<file path="src/hdl/refresh_pkg.sv">
// Constants for the refresh generator and power-save clock divider.
// Assumes a single 125 MHz clock and a classic Wishbone register bus.
package refresh_pkg;

    // ------------------------------------------------------------
    // Register byte offsets
    // ------------------------------------------------------------
    localparam logic [7:0] OFS_PARTITION = 8'he0;   // refresh_partition
    localparam logic [7:0] OFS_PRESCALER = 8'he2;   // refresh_interval_prescaler
    localparam logic [7:0] OFS_ENABLE    = 8'he4;   // refresh_enable_and_count
    localparam logic [7:0] OFS_POWER     = 8'hf0;   // power_save_control

    // ------------------------------------------------------------
    // Field positions
    // ------------------------------------------------------------
    localparam int PART_LSB   = 9;    // partition_upper_address at 15:9
    localparam int EN_BIT     = 15;   // enable bits in enable and power regs
    localparam int CNT_W      = 9;    // interval_count, down counter, row counter
    localparam int DIV_W      = 3;    // divisor_select width

    // ------------------------------------------------------------
    // Reset values
    // ------------------------------------------------------------
    localparam logic [6:0] PART_RST  = 7'h00;
    localparam logic [8:0] PRESC_RST = 9'h000;
    localparam logic [8:0] ROW_RST   = 9'h001;   // Any nonzero LFSR seed
    localparam logic [2:0] DIV_RST   = 3'h0;

    // ------------------------------------------------------------
    // Refresh address fixed bits and LFSR taps
    // ------------------------------------------------------------
    localparam logic [2:0] ADDR_GAP   = 3'h0;    // A12..A10
    localparam logic       ADDR_LSB   = 1'b1;    // A0
    localparam logic [8:0] LFSR_TAPS  = 9'h110;  // x^9 + x^5 + 1, maximal length
    localparam logic [7:0] DIV_MAX    = 8'hff;   // Largest divide-by minus one

endpackage : refresh_pkg

</file>
<file path="src/hdl/refresh_generator.sv">
// DRAM refresh generator with its control registers and power-save divider.
// Assumes a classic Wishbone master, single clock, synchronous reset.
//
// Notes on behaviour
// - Partition bits 15:9 form refresh A19-A13.
// - Reset clears the partition address field.
// - Partition low nine bits read zero, unwritable.
// - Nine address bits come from row counter.
// - Row counter is a maximal-length LFSR.
// - Prescaler holds nine-bit interval; upper reads zero.
// - Enable bit 15 arms refresh; reset clears.
// - Enable bits 14:9 read zero, ignore writes.
// - Enable low bits show live down counter.
// - Power-save enable plus three-bit divisor select.
// - Down counter decrements each output clock.
// - At one: request refresh, reload from prescaler.
// - Disable clears counter, keeps row counter.
// - Interrupt processing clears power-save enable.
`timescale 1ns/1ps
module refresh_generator
    import refresh_pkg::*;
(
    // Clock and reset
    input  wire logic        ref_clk,
    input  wire logic        rst,
    // Wishbone slave
    input  wire logic        wb_cyc_i,
    input  wire logic        wb_stb_i,
    input  wire logic        wb_we_i,
    input  wire logic [7:0]  wb_adr_i,
    input  wire logic [3:0]  wb_sel_i,
    input  wire logic [31:0] wb_dat_i,
    output logic      [31:0] wb_dat_o,
    output logic             wb_ack_o,
    output logic             wb_err_o,
    // Processor side
    input  wire logic        irq_taken,       // Pulse when an interrupt is processed
    // Bus interface unit side
    output logic             refresh_req,     // One-cycle refresh request
    output logic      [19:0] refresh_addr,    // Address for the refresh cycle
    output logic             output_clock_en  // Divided output clock enable
);

    // ------------------------------------------------------------
    // Register state
    // ------------------------------------------------------------
    logic [6:0]       part_q;      // partition_upper_address
    logic [6:0]       part_d;
    logic [CNT_W-1:0] presc_q;     // interval_count
    logic [CNT_W-1:0] presc_d;
    logic             ren_q;       // Refresh enable
    logic             ren_d;
    logic             pse_q;       // Power-save enable
    logic             pse_d;
    logic [DIV_W-1:0] dsel_q;      // divisor_select
    logic [DIV_W-1:0] dsel_d;

    // ------------------------------------------------------------
    // Refresh state
    // ------------------------------------------------------------
    logic [CNT_W-1:0] down_q;      // down_counter_value
    logic [CNT_W-1:0] down_d;
    logic [CNT_W-1:0] row_q;       // row_address_counter_bits
    logic [CNT_W-1:0] row_d;
    logic             req_q;
    logic             req_d;
    logic [19:0]      addr_q;
    logic [19:0]      addr_d;

    // ------------------------------------------------------------
    // Bus state
    // ------------------------------------------------------------
    logic [31:0]      rdat_q;
    logic [31:0]      rdat_d;
    logic             ack_q;
    logic             ack_d;
    logic             err_q;
    logic             err_d;

    // Internal strobes
    logic             req_new;     // New request accepted this cycle
    logic             wr_lo;       // Low byte lane of the selected half-word enabled
    logic             wr_hi;       // High byte lane of the selected half-word enabled
    logic             mapped;      // Address hits a register
    logic             tick;        // Output clock enable
    logic             tick_q;      // Registered copy for the output port
    logic [15:0]      wdat;        // Half-word selected by the address

    // ------------------------------------------------------------
    // Power-save divider
    // ------------------------------------------------------------
    clock_divider u_div (
        .ref_clk (ref_clk),
        .rst     (rst),
        .div_en  (pse_q),
        .div_sel (dsel_q),
        .tick    (tick)
    );

    // ------------------------------------------------------------
    // Bus decode
    // ------------------------------------------------------------
    // Registers are 16 bits at half-word offsets; byte 2 selects the upper lanes.
    // Ack is given one cycle after the request and dropped the next, so a held
    // request is not taken again in the ack cycle.
    always_comb begin
        req_new = wb_cyc_i && wb_stb_i && !ack_q && !err_q;
        mapped  = (wb_adr_i == OFS_PARTITION) || (wb_adr_i == OFS_PRESCALER) ||
                  (wb_adr_i == OFS_ENABLE)    || (wb_adr_i == OFS_POWER);
        if (wb_adr_i[1]) begin
            wdat  = wb_dat_i[31:16];
            wr_lo = wb_sel_i[2];
            wr_hi = wb_sel_i[3];
        end else begin
            wdat  = wb_dat_i[15:0];
            wr_lo = wb_sel_i[0];
            wr_hi = wb_sel_i[1];
        end
    end

    // ------------------------------------------------------------
    // Register next values
    // ------------------------------------------------------------
    always_comb begin
        part_d = part_q;
        presc_d = presc_q;
        ren_d = ren_q;
        pse_d = pse_q;
        dsel_d = dsel_q;
        if (req_new && wb_we_i) begin
            case (wb_adr_i)
                OFS_PARTITION: begin
                    // Bits 8:0 have no storage and ignore writes
                    if (wr_hi) part_d[6:0] = wdat[15:9];
                end
                OFS_PRESCALER: begin
                    if (wr_lo) presc_d[7:0] = wdat[7:0];
                    if (wr_hi) presc_d[8]   = wdat[8];
                end
                OFS_ENABLE: begin
                    // Only the enable bit is writable; count and 14:9 ignore writes
                    if (wr_hi) ren_d = wdat[EN_BIT];
                end
                OFS_POWER: begin
                    if (wr_hi) pse_d  = wdat[EN_BIT];
                    if (wr_lo) dsel_d = wdat[DIV_W-1:0];
                end
                default: begin
                    ren_d = ren_q;
                end
            endcase
        end
        // Interrupt processing wins over a same-cycle software set
        if (irq_taken) begin
            pse_d = 1'b0;
        end
    end

    // ------------------------------------------------------------
    // Refresh counter next values
    // ------------------------------------------------------------
    // Loading on enable uses the value being written, so a single bus
    // write both arms and primes the counter.
    always_comb begin
        down_d = down_q;
        row_d  = row_q;
        req_d  = 1'b0;
        addr_d = addr_q;
        if (!ren_d) begin
            down_d = '0;
        end else if (!ren_q) begin
            down_d = presc_d;
        end else if (tick) begin
            if (down_q == 9'h001) begin
                down_d = presc_q;
                req_d  = 1'b1;
                // Address uses the current row, then the LFSR steps
                addr_d = {part_q, ADDR_GAP, row_q, ADDR_LSB};
                row_d  = {row_q[CNT_W-2:0], ^(row_q & LFSR_TAPS)};
            end else begin
                down_d = down_q - 9'h001;
            end
        end
    end

    // ------------------------------------------------------------
    // Bus answer next values
    // ------------------------------------------------------------
    always_comb begin
        ack_d  = req_new && mapped;
        err_d  = req_new && !mapped;
        rdat_d = rdat_q;
        if (req_new) begin
            case (wb_adr_i)
                OFS_PARTITION: rdat_d = {16'h0000, part_q, 9'h000};
                OFS_PRESCALER: rdat_d = {16'h0000, 7'h00, presc_q};
                OFS_ENABLE:    rdat_d = {16'h0000, ren_q, 6'h00, down_q};
                OFS_POWER:     rdat_d = {16'h0000, pse_q, 12'h000, dsel_q};
                default:       rdat_d = 32'h0000_0000;
            endcase
            // Half-word registers at odd half addresses ride the upper lanes
            if (wb_adr_i[1]) begin
                rdat_d = {rdat_d[15:0], 16'h0000};
            end
        end
    end

    // ------------------------------------------------------------
    // Register stage
    // ------------------------------------------------------------
    always_ff @(posedge ref_clk) begin
        if (rst) begin
            part_q  <= PART_RST;
            presc_q <= PRESC_RST;
            ren_q   <= 1'b0;
            pse_q   <= 1'b0;
            dsel_q  <= DIV_RST;
            down_q  <= '0;
            row_q   <= ROW_RST;
            req_q   <= 1'b0;
            addr_q  <= 20'h00000;
            rdat_q  <= 32'h0000_0000;
            ack_q   <= 1'b0;
            err_q   <= 1'b0;
            tick_q  <= 1'b0;
        end else begin
            part_q  <= part_d;
            presc_q <= presc_d;
            ren_q   <= ren_d;
            pse_q   <= pse_d;
            dsel_q  <= dsel_d;
            down_q  <= down_d;
            row_q   <= row_d;
            req_q   <= req_d;
            addr_q  <= addr_d;
            rdat_q  <= rdat_d;
            ack_q   <= ack_d;
            err_q   <= err_d;
            tick_q  <= tick;
        end
    end

    // Outputs straight from flip-flops
    assign wb_dat_o        = rdat_q;
    assign wb_ack_o        = ack_q;
    assign wb_err_o        = err_q;
    assign refresh_req     = req_q;
    assign refresh_addr    = addr_q;
    assign output_clock_en = tick_q;

    // ------------------------------------------------------------
    // Checks
    // ------------------------------------------------------------
    a_addr_upper : assert property (@(posedge ref_clk) disable iff (rst)
        refresh_req |-> refresh_addr[19:13] == $past(part_q))
        else $error("refresh upper address not from partition");

    a_addr_fixed : assert property (@(posedge ref_clk) disable iff (rst)
        refresh_req |-> refresh_addr[12:10] == 3'h0 && refresh_addr[0])
        else $error("refresh fixed address bits wrong");

    a_row_source : assert property (@(posedge ref_clk) disable iff (rst)
        refresh_req |-> refresh_addr[9:1] == $past(row_q))
        else $error("row bits not from row counter");

    a_row_nonzero : assert property (@(posedge ref_clk) disable iff (rst)
        row_q != 9'h000)
        else $error("row counter locked at zero");

    a_reload_req : assert property (@(posedge ref_clk) disable iff (rst)
        (ren_q && ren_d && tick && down_q == 9'h001)
            |=> refresh_req && down_q == $past(presc_q))
        else $error("no request or reload at count one");

    a_decrement : assert property (@(posedge ref_clk) disable iff (rst)
        (ren_q && ren_d && tick && down_q > 9'h001)
            |=> down_q == $past(down_q) - 9'h001)
        else $error("counter did not decrement");

    a_disable_clr : assert property (@(posedge ref_clk) disable iff (rst)
        !ren_q |-> (down_q == 9'h000 && !refresh_req) ##1 row_q == $past(row_q))
        else $error("disabled counter not cleared");

    a_load_enable : assert property (@(posedge ref_clk) disable iff (rst)
        (!ren_q && ren_d) |=> down_q == $past(presc_d))
        else $error("counter not primed on enable");

    // Checked without disable so the reset branch itself is covered
    a_reset_clear : assert property (@(posedge ref_clk)
        rst |=> part_q == PART_RST && !ren_q && !pse_q)
        else $error("registers not cleared by reset");

    a_irq_exit : assert property (@(posedge ref_clk) disable iff (rst)
        irq_taken |=> !pse_q)
        else $error("power-save survived interrupt");

    a_hold_slow : assert property (@(posedge ref_clk) disable iff (rst)
        (ren_q && ren_d && !tick && $past(ren_q)) |=> $stable(down_q))
        else $error("counter moved without output clock");

    a_ack_pulse : assert property (@(posedge ref_clk) disable iff (rst)
        wb_ack_o |=> !wb_ack_o)
        else $error("ack held longer than one cycle");

endmodule : refresh_generator

</file>
<file path="src/hdl/clock_divider.sv">
// Power-save clock divider producing a one-cycle output clock enable.
// Assumes synchronous active-high reset; codes map to /1,/4,/8 .. /256.
`timescale 1ns/1ps
module clock_divider
    import refresh_pkg::*;
(
    // Clock and reset
    input  wire logic             ref_clk,
    input  wire logic             rst,
    // Control
    input  wire logic             div_en,       // Power-save active
    input  wire logic [DIV_W-1:0] div_sel,      // divisor_select
    // Output
    output logic                  tick          // One pulse per output clock
);

    // ------------------------------------------------------------
    // Divider state
    // ------------------------------------------------------------
    logic [7:0] cnt_q;      // Cycles elapsed within a divided period
    logic [7:0] cnt_d;
    logic       tick_q;     // Registered enable pulse
    logic       tick_d;
    logic [7:0] last;       // Terminal count for the selected factor

    // Terminal count: code 0 is /1, code n is /2^(n+1)
    always_comb begin
        if (div_sel == DIV_RST) begin
            last = 8'h00;
        end else begin
            last = 8'((9'h002 << div_sel) - 9'h001);
        end
    end

    // Next count and pulse; undivided when power-save is off
    always_comb begin
        cnt_d  = cnt_q;
        tick_d = 1'b0;
        if (!div_en || cnt_q >= last) begin
            cnt_d  = 8'h00;
            tick_d = 1'b1;
        end else begin
            cnt_d = cnt_q + 8'h01;
        end
    end

    // Register stage
    always_ff @(posedge ref_clk) begin
        if (rst) begin
            cnt_q  <= 8'h00;
            tick_q <= 1'b0;
        end else begin
            cnt_q  <= cnt_d;
            tick_q <= tick_d;
        end
    end

    assign tick = tick_q;

    // With power-save on and code 7 selected, a pulse is never followed by another in the next cycle
    a_div_spacing : assert property (@(posedge ref_clk) disable iff (rst)
        (div_en && div_sel == 3'h7 && $stable(div_en) && tick_q)
            |=> !tick_q [*1])
        else $error("divided tick arrived too early");

endmodule : clock_divider

</file>
<file path="config.mk">
export PLATFORM = sky130hd
export DESIGN_NAME = refresh_generator
export DESIGN_NICKNAME = d
export VERILOG_FILES = /design/src/hdl/refresh_pkg.sv /design/src/hdl/refresh_generator.sv /design/src/hdl/clock_divider.sv
export SDC_FILE = /design/constraint.sdc
export NUM_CORES = 1
export LEC_CHECK = 0
export BUFFER_PORTS_ARGS = -buffer_cell sky130_fd_sc_hd__buf_2
export CORE_MARGIN = 4
export CORE_UTILIZATION = 50
export DETAILED_ROUTE_END_ITERATION = 10
export PLACE_DENSITY = 0.72
export SYNTH_ARGS = -nofsm -noshare
export SYNTH_HDL_FRONTEND = slang
export SYNTH_SLANG_ARGS = --single-unit
</file>
<file path="constraint.sdc">
create_clock -name ref_clk -period 4.38 [get_ports ref_clk]
set_clock_uncertainty 0.1 [all_clocks]
set_input_delay 0.657 -clock ref_clk [delete_from_list [all_inputs] [get_ports ref_clk]]
set_output_delay 0.657 -clock ref_clk [all_outputs]
set_load 0.1 [all_outputs]
</file>
Yosys cells after proc, flatten, opt, wreduce, memory -nomap -nowiden --
Cells that the tools add are included.
Storage, ports and cells: bits in registers 101, bits in latches 0, RAM bits 0, bits in read-only memories 0, output and inout port bits 56, logic and storage cells 71, memories 0
Operators by class: add/subtract/negate cells 3, multipliers 0, divide/modulo/power cells 0, order comparisons 1, equal/unequal tests 6, shifts and indexed selects 1, muxes and demuxes 18, bitwise gates (word level) 3, reductions and logical operators 24
Operators with widths (count):
- one-hot mux 16 bit (4 select lines) | 1
- two-way mux 9 bit | 5
- == test 8 bit, second input constant | 4
- two-way mux 32 bit | 1
- two-way mux 16 bit | 1
- two-way mux 8 bit | 2
- == test 9 x 1 -> 1 bit, second input constant | 1
- AND reduction 3 bit | 3
- XOR reduction 9 bit | 1
- subtractor 9 x 1 -> 9 bit, second input constant | 1
- adder 8 x 1 -> 8 bit, second input constant | 1
- greater-or-equal comparator 8 bit | 1
- two-way mux 1 bit | 8
- << shifter 2 x 3 -> 8 bit, first input constant | 1
- subtractor 8 x 1 -> 8 bit, second input constant | 1
- logical AND 1 bit | 6
- OR reduction 2 bit | 3
- logical NOT 1 bit | 4
- logical OR 1 bit | 4
- AND reduction 4 bit | 1
- OR reduction 4 bit | 1
- logical NOT 3 bit | 1
- inverter 1 bit | 3
- inequality test 2 x 1 -> 1 bit, second input constant | 1

Logic depth before layout (Yosys ltp) --
Gate-level depths: netlist (run 1).
depth after elaboration 7, gate-level depth with buffers 10, gate-level depth less buffers 8

Cells and area by module --
Synthesis (run 1) repeated with hierarchy kept, for this count alone.
Second synthesis, totals: cell total of the unflattened synthesis 432, area, all modules 4265.3 sq um
By module, submodules not included:
- refresh_generator | times used 1, cells each 371, area an instance 3692.3 sq um, seq. area each 1681.6 sq um
- clock_divider | times used 1, cells each 61, area an instance 573.0 sq um, seq. area each 180.2 sq um

Worst setup path after synthesis (run 1) --
No wires, ideal clock.
kind register -> register, start point register err_q (netlist: wb_err_o), end point register down_q[0], arrival time 2.048 ns, required time 4.205 ns, path slack 2.157 ns, stages on the path, launching flop included 6, buffers on the path 0, cells stage by stage dfxtp_1 > and4bb_2 > nand3_1 > nor2_4 > or3_1 > a31oi_1
On the way: cells in the longest elaborated chain, start to end 6, elaborated cells on any way between the ends 8, classes of those cells mux (3); bitwise (1); reduce/logical (4)
Ends and longest elaborated chain:
- from (decl) | line refresh_generator.sv:77 | logic err_q;
- from (signal assigned) | line refresh_generator.sv:238 | err_q <= err_d;
- logical NOT 1 bit * | line refresh_generator.sv:107 | req_new = wb_cyc_i && wb_stb_i && !ack_q && !err_q;
- logical AND 1 bit * | line refresh_generator.sv:107
- logical AND 1 bit * | line refresh_generator.sv:130 | if (req_new && wb_we_i) begin
- two-way mux 1 bit | line refresh_generator.sv:130
- inverter 1 bit (no line)
- OR reduction 2 bit (no line)
- to (signal assigned) | line refresh_generator.sv:232 | down_q <= down_d;
- to (decl) | line refresh_generator.sv:61 | logic [CNT_W-1:0] down_q;
Every way passes the cells marked *; elsewhere a longest branch is shown, timed or not. A chain may end at the register's enable or synchronous reset.

Worst setup path after layout (run 1) --
start point input wb_adr_i[1], end point register row_q[3]
On the way: cells in the longest elaborated chain, start to end 5, elaborated cells on any way between the ends 7, classes of those cells eq/ne (1); mux (5); reduce/logical (1)
Ends and longest elaborated chain:
- from (decl) | line refresh_generator.sv:30 | input wire logic [7:0] wb_adr_i,
- two-way mux 16 bit / two-way mux 1 bit (equally long branches) | line refresh_generator.sv:110 | if (wb_adr_i[1]) begin
- two-way mux 1 bit | line refresh_generator.sv:142 | if (wr_hi) ren_d = wdat[EN_BIT];
- two-way mux 1 bit * | line refresh_generator.sv:131 | case (wb_adr_i)
- two-way mux 1 bit * | line refresh_generator.sv:130
- AND reduction 4 bit (no line) *
- to (signal assigned) | line refresh_generator.sv:233 | row_q <= row_d;
- to (decl) | line refresh_generator.sv:63 | logic [CNT_W-1:0] row_q;
Marked as above.

==> results_dict.tcl, run 1 <==
set metrics [dict create \
    reg2regPathDepth 5 \
    post-route-period-util_pct 58.5 \
    async_flop_share_pct 0 \
    crit_type "in -> reg" \
    drive_gt1_share_pct 26.0 \
    cts_buffer_depth 2 \
    p_leak_nw 2.17 \
    fin_hold_ws_ps 353 \
    peakVddDrop_v 0.000160 \
    antenna_found_initial 0 \
    switching_power_mw 0.365 \
    worst-path-max-fanout 24 \
    ios 106 \
    hold_viol_final 0 \
    vias 3662 \
    endpoint_kind "flop" \
    crit_buf_inv 2 \
    worstSetupStartpointType "primary input" \
    swShare_pct 24.0 \
    grt_pass1_wl_mm 16.9 \
    h-tree-depth 3 \
    max_cap_violations 0 \
    hold_start "wb_dat_o[2]$_SDFFE_PP0P_" \
    finalSetupTns_ps 0 \
    clock_latency_ps 350 \
    p_int_mw 1.16 \
    post-route-min-period_ps 2560 \
    ys_types 61 \
    cp.required_ps 4490 \
    die_x_um 102 \
    initial_utilization_pct 52.2 \
    yosysSeqAreaShare_pct 42.5 \
    maxSlewHeadroom_pct 47.8 \
    syn_inst 473 \
    drcViolationCount 0 \
    cts_tree "built" \
    drtIter0Drc 206 \
    path_clk_slew_ps 80 \
    wl_mm 10.4 \
    r2r_slack_ps 2160 \
    grt_max_degree 75 \
    diodes 0 \
    reg2reg_from "wb_err_o$_SDFF_PP0_" \
    first_global_vias 3464 \
    cp_slowest_cell "buf_2" \
    finish.instance_area_um2 5000 \
    fp.coreArea_um2 8380 \
    cts_resized 0 \
    final_nets 613 \
    synth_edf_count 0 \
    r2r-end "down_q[2]$_SDFFE_PP0P_" \
    path_cells "buf_2 > mux2i_1 > nand3_1 > o211ai_2 > buf_4 > mux2i_1 > nor2_1" \
    synth_ff_type "dfxtp_1" \
    placementRows 33 \
    p_clk_share_pct 37.2 \
    worst_slew_pin_slew_ps 783 \
    grt_usage_pct 20.5 \
    p_comb_share_pct 7.0 \
    numCtsBuffers 9 \
    ys_warn_count 0 \
    clockRootBuffer "clkbuf_8" \
    cts_setup_buffers 0 \
    hold_buffers 0 \
    p_per_area_nw_per_um2 305 \
    die-area_um2 10300 \
    drt-wirelength-per-cell_um 15.6 \
    place_area_um2 4800 \
    cp_top_family "buffers and inverters" \
    cp.arrival_ps 2670 \
    portBuffers 102 \
    critPathMostFrequentCell "mux2i_1" \
    fmax_ghz 0.391 \
    ys_seq_elements 93 \
    dp_hpwl_mm 7.49 \
    total_power_mw 1.52 \
    cts_num_sinks 93 \
    min_to "wb_dat_o[2]$_SDFFE_PP0P_" \
    finalSetupViolations 0 \
    holdCritPathClass "reg -> reg" \
    drt_pre_antenna_iters 4 \
    area_growth_pct 14.2 \
    outcome "finished, final reports clean" \
    rsz0062_at_grt "no" \
    vias_per_cell 5.53 \
    final_antenna_net_count 0 \
    die_h_um 102 \
    critPathMaxStageDelay_ps 570 \
    drv_slew 0 \
    gp_congestion 0.891 \
    worstHoldPathCells 2 \
    overflow 0 \
    synth_area_per_cell_um2 9.25 \
    seqPwrFrac_pct 55.8 \
    syn_area_um2 4380 \
]
[per-stage QoR]
| stage | setup WS, ps | cells | utilization, % |
|---|---|---|---|
| floorplan | 2160 | 475 | - |
| global placement | 1550 | 646 | 57.2 |
| detailed placement | 1490 | 646 | 57.2 |
| CTS | 1820 | 662 | 59.6 |
| global route | 1590 | 662 | 59.6 |
| finish | 1820 | 662 | 59.6 |
[cell usage in the layout (no fill, tap or decap), drive strengths merged, types with 4 or more instances in the layout]
master / instances
a211oi: 20
nand3: 25
xor2: 4
o211ai: 9
ha: 11
mux2i: 33
dfxtp: 93
and3: 15
and2: 4
inv: 13
nor4: 6
nor3: 13
nor2: 66
a21oi: 21
a31oi: 5
a22oi: 12
buf: 105
clkbuf: 10
o21ai: 10
mux2: 9
nand2: 27
[cells by family after synthesis]
group                      count (synthesis)  share of synthesized area [%]
DFF                                       93                           42.5
other                                      1                         0.0857
AOI/OAI and AO/OA                         92                           14.9
buffers and inverters                     53                           6.95
muxes                                     42                           9.86
and+or+nand+nor                          174                           21.1
xor gates and xnor gates                   7                           1.40
adders and majority gates                 11                           3.14
[metal layers]
layer,global-route usage [%],vias to the layer above,wire length [um]
met1,27.8,1664,4650
met3,3.44,21,812
li1,-,1831,-
met4,7.26,0,233
met2,33.0,146,4660
met5,0,-,0
[registers in the layout (all words and copies together), names as in the netlist, 3 cells and up]
signal and flops:
wb_dat_o 32, refresh_addr 10, down_q 9, presc_q 9, row_q 8, u_div.cnt_q 8, part_q 7, dsel_q 3
[how the worst max path moves through the flow]
stage                              from  slack, ps                     end  depth (start not counted)
floorplan           wb_err_o$_SDFF_PP0_       2160  down_q[0]$_SDFFE_PP0P_                          5
global placement            wb_adr_i[1]       1550  down_q[3]$_SDFFE_PP0P_                          6
detailed placement          wb_adr_i[1]       1490   row_q[3]$_SDFFE_PP0P_                          7
CTS                         wb_adr_i[1]       1820   row_q[3]$_SDFFE_PP0P_                          7
global route                wb_adr_i[1]       1590  down_q[2]$_SDFFE_PP0P_                          6
finish                      wb_adr_i[1]       1820   row_q[3]$_SDFFE_PP0P_                          7
[power groups by stage]
stage               logic [mW]  registers (mW)  clock network [mW]
floorplan               0.0623           0.878                   0
global placement         0.105           0.869                   0
detailed placement       0.106           0.869                   0
CTS                      0.107           0.849               0.581
global route             0.115           0.850               0.619
finish                   0.107           0.849               0.567
[Yosys cell counts (all sizes together), types with 2 or more instances]
cell	instances	area [um^2]
and3	15	93.8
dfxtp	93	1860
xnor2	3	26.3
o211ai	9	77.6
a22oi	12	90.1
buf	21	184
a211oi	20	165
nor4	6	58.8
clkbuf	18	67.6
a221oi	2	17.5
nand2b	3	18.8
nor2	66	255
xor2	4	35.0
nor4b	3	56.3
nor3b	2	15.0
inv	13	48.8
o21ai	10	50.1
a22o	3	26.3
nand2	27	104
nor2b	2	12.5
ha	11	138
a21oi	21	105
nand3	25	138
nor3	13	81.3
or3	2	12.5
mux2i	33	330
a41oi	2	17.5
and2	4	25.0
a31oi	5	31.3
mux2	9	101
[final cells by class]
cell class,instances,area (um^2)
fillers,794,3380
flip-flops and latches,93,1860
inverters,14,52.6
multi-input cells,329,2220
well taps,105,131
clock buffers,10,138
repair buffers,105,533
clock inverters,6,62.6
[worst min-delay path, stage by stage (launching register included)]
cell and delay (ps):
dfxtp_1 310, nand2_1 50, a21oi_1 50
Power figures use the tool's default switching activity.
==> inputs of run 2 (changes only) <==
==> constraint.sdc (replaced) <==
create_clock -name ref_clk -period 2.5 [get_ports ref_clk]
set_clock_uncertainty 0.1 [all_clocks]
set_input_delay 0.375 -clock ref_clk [delete_from_list [all_inputs] [get_ports ref_clk]]
set_output_delay 0.375 -clock ref_clk [all_outputs]
set_load 0.1 [all_outputs]
==> run 2 against run 1 <==
Die area stayed put. First-iteration DRC count decreased by 18%. Sequential power increased by 76%. Routed wire length is 0.39% lower. Global-route usage decreased by 0.33 points. Sequential cell count is the same. Combinational power up 83%. Clock power up 80%. Count of clock-buffer cells in the layout grew 1. Register-to-register slack worse by 1800 ps. Critical path depth unchanged. Largest power group unchanged.
==> results_dict.tcl, run 2 (synthesis gave the netlist of run 1 again) <==
set metrics [dict create \
    worst_slew_pin_slew_ps 756 \
    fmax_ghz 0.460 \
    overflow 0 \
    hold_start "irq_taken" \
    dp_slack_ps 319 \
    cp_slowest_cell "dfxtp_1" \
    largest_register_ffs 32 \
    peakVddDrop_v 0.000318 \
    drcViolationCount 0 \
    final_common_cell "buf_2" \
    grt_max_degree 74 \
    vias 3727 \
    drv_slew 0 \
    cts_num_sinks 93 \
    grt_usage_pct 20.2 \
    finish.instance_area_um2 5120 \
    reg2regPathDepth 7 \
    swShare_pct 23.7 \
    area_growth_pct 16.9 \
    clockRootBuffer "clkbuf_8" \
    crit_buf_inv 1 \
    cp.required_ps 2610 \
    holdCritPathClass "in -> reg" \
    n_fill_cell 741 \
    worstHoldPathCells 2 \
    cp.arrival_ps 2280 \
    drt_pre_antenna_iters 4 \
    p_leak_nw 2.25 \
    fp.coreArea_um2 8380 \
    cts_tree "built" \
    cts_setup_buffers 0 \
    critical_path_depth 7 \
    endpoint_kind "flop" \
    outcome "finished, final reports clean" \
    antenna_found_initial 0 \
    crit_path_start "down_q[0]$_SDFFE_PP0P_" \
    dp_hpwl_mm 7.61 \
    final_cell_mix "buf_2, dfxtp_1, nor2_1" \
    clock_latency_ps 350 \
    numCtsBuffers 9 \
    p_comb_share_pct 7.3 \
    die-area_um2 10300 \
    drive_gt1_share_pct 27.7 \
    register_area_um2 1860 \
    worst_slack_ps 328 \
    drtIter0Drc 168 \
    rsz0062_at_grt "no" \
    fin_hold_ws_ps 88.7 \
    crit_type "reg -> reg" \
    maxSlewHeadroom_pct 49.6 \
    p_int_mw 2.07 \
    initial_utilization_pct 52.2 \
    cts_buffer_depth 2 \
    seqPwrFrac_pct 54.9 \
    p_per_area_nw_per_um2 529 \
    path_cells "ha_1 > nor4b_4 > and2_1 > o211ai_2 > buf_12 > mux2i_1 > nor2_1" \
    ios 106 \
    portBuffers 102 \
    switching_power_mw 0.641 \
    h-tree-depth 3 \
    post-route-min-period_ps 2170 \
    first_global_vias 3527 \
    drt-wirelength-per-cell_um 15.3 \
    finalSetupTns_ps 0 \
    max_cap_violations 0 \
    post-route-period-util_pct 86.9 \
    reg2reg_from "down_q[0]$_SDFFE_PP0P_" \
    place_area_um2 4910 \
    finalSetupViolations 0 \
    path_clk_slew_ps 90 \
    final_nets 626 \
    placementRows 33 \
    wl_mm 10.3 \
    hold_viol_final 0 \
    multiInputGateArea_um2 2220 \
    cts_resized 0 \
    gp_congestion 0.901 \
    cp_top_family "simple AND/OR/NAND/NOR gates" \
    die_x_um 102 \
    die_h_um 102 \
    vias_per_cell 5.52 \
    worst-path-max-fanout 19 \
    diodes 0 \
    worstSetupStartpointType "flop" \
    critPathMaxStageDelay_ps 430 \
    grt_pass1_wl_mm 16.8 \
    hold_buffers 0 \
    final_antenna_net_count 0 \
    p_clk_share_pct 37.9 \
]
run 2: cell types whose count changed in the layout (fill, tap and decap cells not counted), sizes merged:
cell / previous run / this run
clkinvlp: 3 / 2
buf: 105 / 118
clkbuf: 10 / 11
run 2: layer usage:
metal  routed length, um  global-route usage [%]
met1                4890                    27.3
met4                 138                    6.75
met5                   0                       0
met3                 549                    3.17
met2                4740                    32.8
run 2: path summary, 6_finish.rpt:
path | to | slack, ps
worst max register to register | row_q[6]$_SDFFE_PP0P_ | 330
worst max-delay path | row_q[6]$_SDFFE_PP0P_ | 330
worst min register to register | wb_dat_o[19]$_SDFFE_PP0P_ | 360
worst min-delay path | pse_q$_SDFFE_PP0P_ | 90
run 2: metrics by stage:
step,power [mW],std cells,util (%)
after floorplan,1.65,475,-
after global placement,1.71,659,58.5
after detailed placement,1.72,659,58.5
after CTS,2.73,675,61.1
after global routing,2.81,675,61.1
final,2.71,675,61.1
run 2: final cells by class:
class / count / area share [%]
Timing Repair Buffer: 118 / 12.6
Clock inverter: 5 / 1.15
Clock buffer: 11 / 2.96
Sequential cell: 93 / 36.4
Multi-Input combinational cell: 329 / 43.3
Inverter: 14 / 1.03
Tap cell: 105 / 2.57
run 2: power groups by stage:
stage          clock, mW  sequential, mW  combinational (mW)
4_1_cts             1.05            1.49               0.197
3_5_place_dp           0            1.52               0.196
3_3_place_gp           0            1.52               0.194
5_1_grt             1.11            1.49               0.213
6_report            1.02            1.49               0.196
2_1_floorplan          0            1.54               0.109
==> inputs of run 3 (changes only) <==
--- a/config.mk
+++ b/config.mk
@@ -9,7 +9,7 @@
 export CORE_MARGIN = 4
 export CORE_UTILIZATION = 50
 export DETAILED_ROUTE_END_ITERATION = 10
-export PLACE_DENSITY = 0.72
+export PLACE_DENSITY = 0.75
 export SYNTH_ARGS = -nofsm -noshare
 export SYNTH_HDL_FRONTEND = slang
 export SYNTH_SLANG_ARGS = --single-unit
==> run 3 against run 2 <==
Utilization is 0.22 points lower. Final cell count is 0.30% lower. Sequential power barely moved. Hold slack hardly changed. Via count grew 0.40%. Fmax up 0.67%. Largest power group unchanged. Highest routed layer unchanged.
==> results_dict.tcl, run 3 (synthesis gave the netlist of run 1 again) <==
set metrics [dict create \
    outcome "finished, final reports clean" \
    reg2reg_from "dsel_q[1]$_SDFFE_PP0P_" \
    worst-path-max-fanout 9 \
    min_to "pse_q$_SDFFE_PP0P_" \
    grt_pass1_wl_mm 16.9 \
    cp.arrival_ps 2350 \
    portBuffers 102 \
    place_area_um2 4880 \
    final_antenna_net_count 0 \
    reg2regPathDepth 8 \
    r2r_slack_ps 340 \
    fin_hold_ws_ps 88.3 \
    cts_tree "built" \
    final_nets 624 \
    die_x_um 102 \
    drv_slew 0 \
    crit_buf_inv 1 \
    die_h_um 102 \
    endpoint_kind "flop" \
    r2r-end "u_div.cnt_q[1]$_SDFF_PP0_" \
    first_global_vias 3457 \
    total_power_mw 2.76 \
    initial_utilization_pct 52.2 \
    hold_buffers 0 \
    holdCritPathClass "in -> reg" \
    final_common_cell "buf_2" \
    cp.required_ps 2690 \
    grt_max_degree 74 \
    gp_congestion 0.879 \
    cp_slowest_cell "dfxtp_1" \
    path_clk_slew_ps 90 \
    hold_viol_final 0 \
    vias_per_cell 5.56 \
    h-tree-depth 3 \
    largest_register_ffs 32 \
    finalSetupViolations 0 \
    post-route-min-period_ps 2160 \
    worst_slew_pin_slew_ps 774 \
    ios 106 \
    rsz0062_at_grt "no" \
    finalSetupTns_ps 0 \
    final_cell_mix "buf_2, dfxtp_1, nor2_1" \
    finish.instance_area_um2 5100 \
    post-route-period-util_pct 86.3 \
    max_cap_violations 0 \
    fmax_ghz 0.463 \
    cts_num_sinks 93 \
    worstSetupStartpointType "flop" \
    drive_gt1_share_pct 27.5 \
    peakVddDrop_v 0.000339 \
    placementRows 33 \
    worst_slack_ps 342 \
    die-area_um2 10300 \
    path_cells "nor3_1 > inv_1 > ha_1 > nand2b_1 > a21oi_1 > o21ai_0 > a31o_2 > nor3b_1" \
    grt_usage_pct 20.5 \
    vias 3742 \
    area_growth_pct 16.5 \
    maxSlewHeadroom_pct 48.4 \
    diodes 0 \
    fp.coreArea_um2 8380 \
    clock_latency_ps 370 \
    cts_resized 0 \
    antenna_found_initial 0 \
    dp_hpwl_mm 7.62 \
    crit_type "reg -> reg" \
    hold_start "irq_taken" \
    dp_slack_ps 255 \
    wl_mm 10.6 \
    drt-wirelength-per-cell_um 15.7 \
    p_per_area_nw_per_um2 541 \
    drcViolationCount 0 \
    p_leak_nw 2.24 \
    critPathMaxStageDelay_ps 390 \
    cts_setup_buffers 0 \
    cts_buffer_depth 2 \
    drt_pre_antenna_iters 4 \
    clockRootBuffer "clkbuf_8" \
    worstHoldPathCells 2 \
    crit_path_start "dsel_q[1]$_SDFFE_PP0P_" \
    overflow 0 \
    cp_top_family "simple AND/OR/NAND/NOR gates" \
    drtIter0Drc 178 \
    numCtsBuffers 9 \
]
run 3: worst register-to-register path: cells and delay by family (launching register included):
kind                       cells  cell delay, ps
adders and majority gates      1             270
AOI/OAI and AO/OA              3             580
DFF                            1             390
buffers and inverters          1              80
and+or+nand+nor                3             650
run 3: how the worst max path moves through the flow:
stage	endpoint	slack, ps	depth (start not counted)
after floorplan	down_q[0]$_SDFFE_PP0P_	280	5
after global placement	down_q[2]$_SDFFE_PP0P_	330	6
after detailed placement	down_q[2]$_SDFFE_PP0P_	250	6
after CTS	u_div.cnt_q[1]$_SDFF_PP0_	320	8
after global routing	u_div.cnt_q[2]$_SDFF_PP0_	160	8
final	u_div.cnt_q[1]$_SDFF_PP0_	340	8
run 3: power breakdown:
group | switching (mW) | internal (mW)
Clock | 0.547 | 0.529
Sequential | 0.00197 | 1.48
Combinational | 0.132 | 0.0647
run 3: per-layer routing:
| layer | track usage (%) | wire length, um |
|---|---|---|
| met5 | 0 | 0 |
| met4 | 7.67 | 164 |
| met3 | 4.89 | 875 |
| met2 | 32.0 | 4780 |
| met1 | 27.5 | 4740 |
run 3: layout make-up:
class	instances	area [um^2]
fill	762	3280
multi-input combinational	329	2220
sequential	93	1860
timing repair buffer	116	616
clock buffer	11	151
tap	105	131
clock inverter	5	67.6
inverter	14	52.6
run 3: metrics by stage:
step | util, % | cells
after floorplan | - | 475
after global placement | 58.2 | 657
after detailed placement | 58.2 | 657
after CTS | 60.8 | 673
after global routing | 60.8 | 673
final | 60.8 | 673
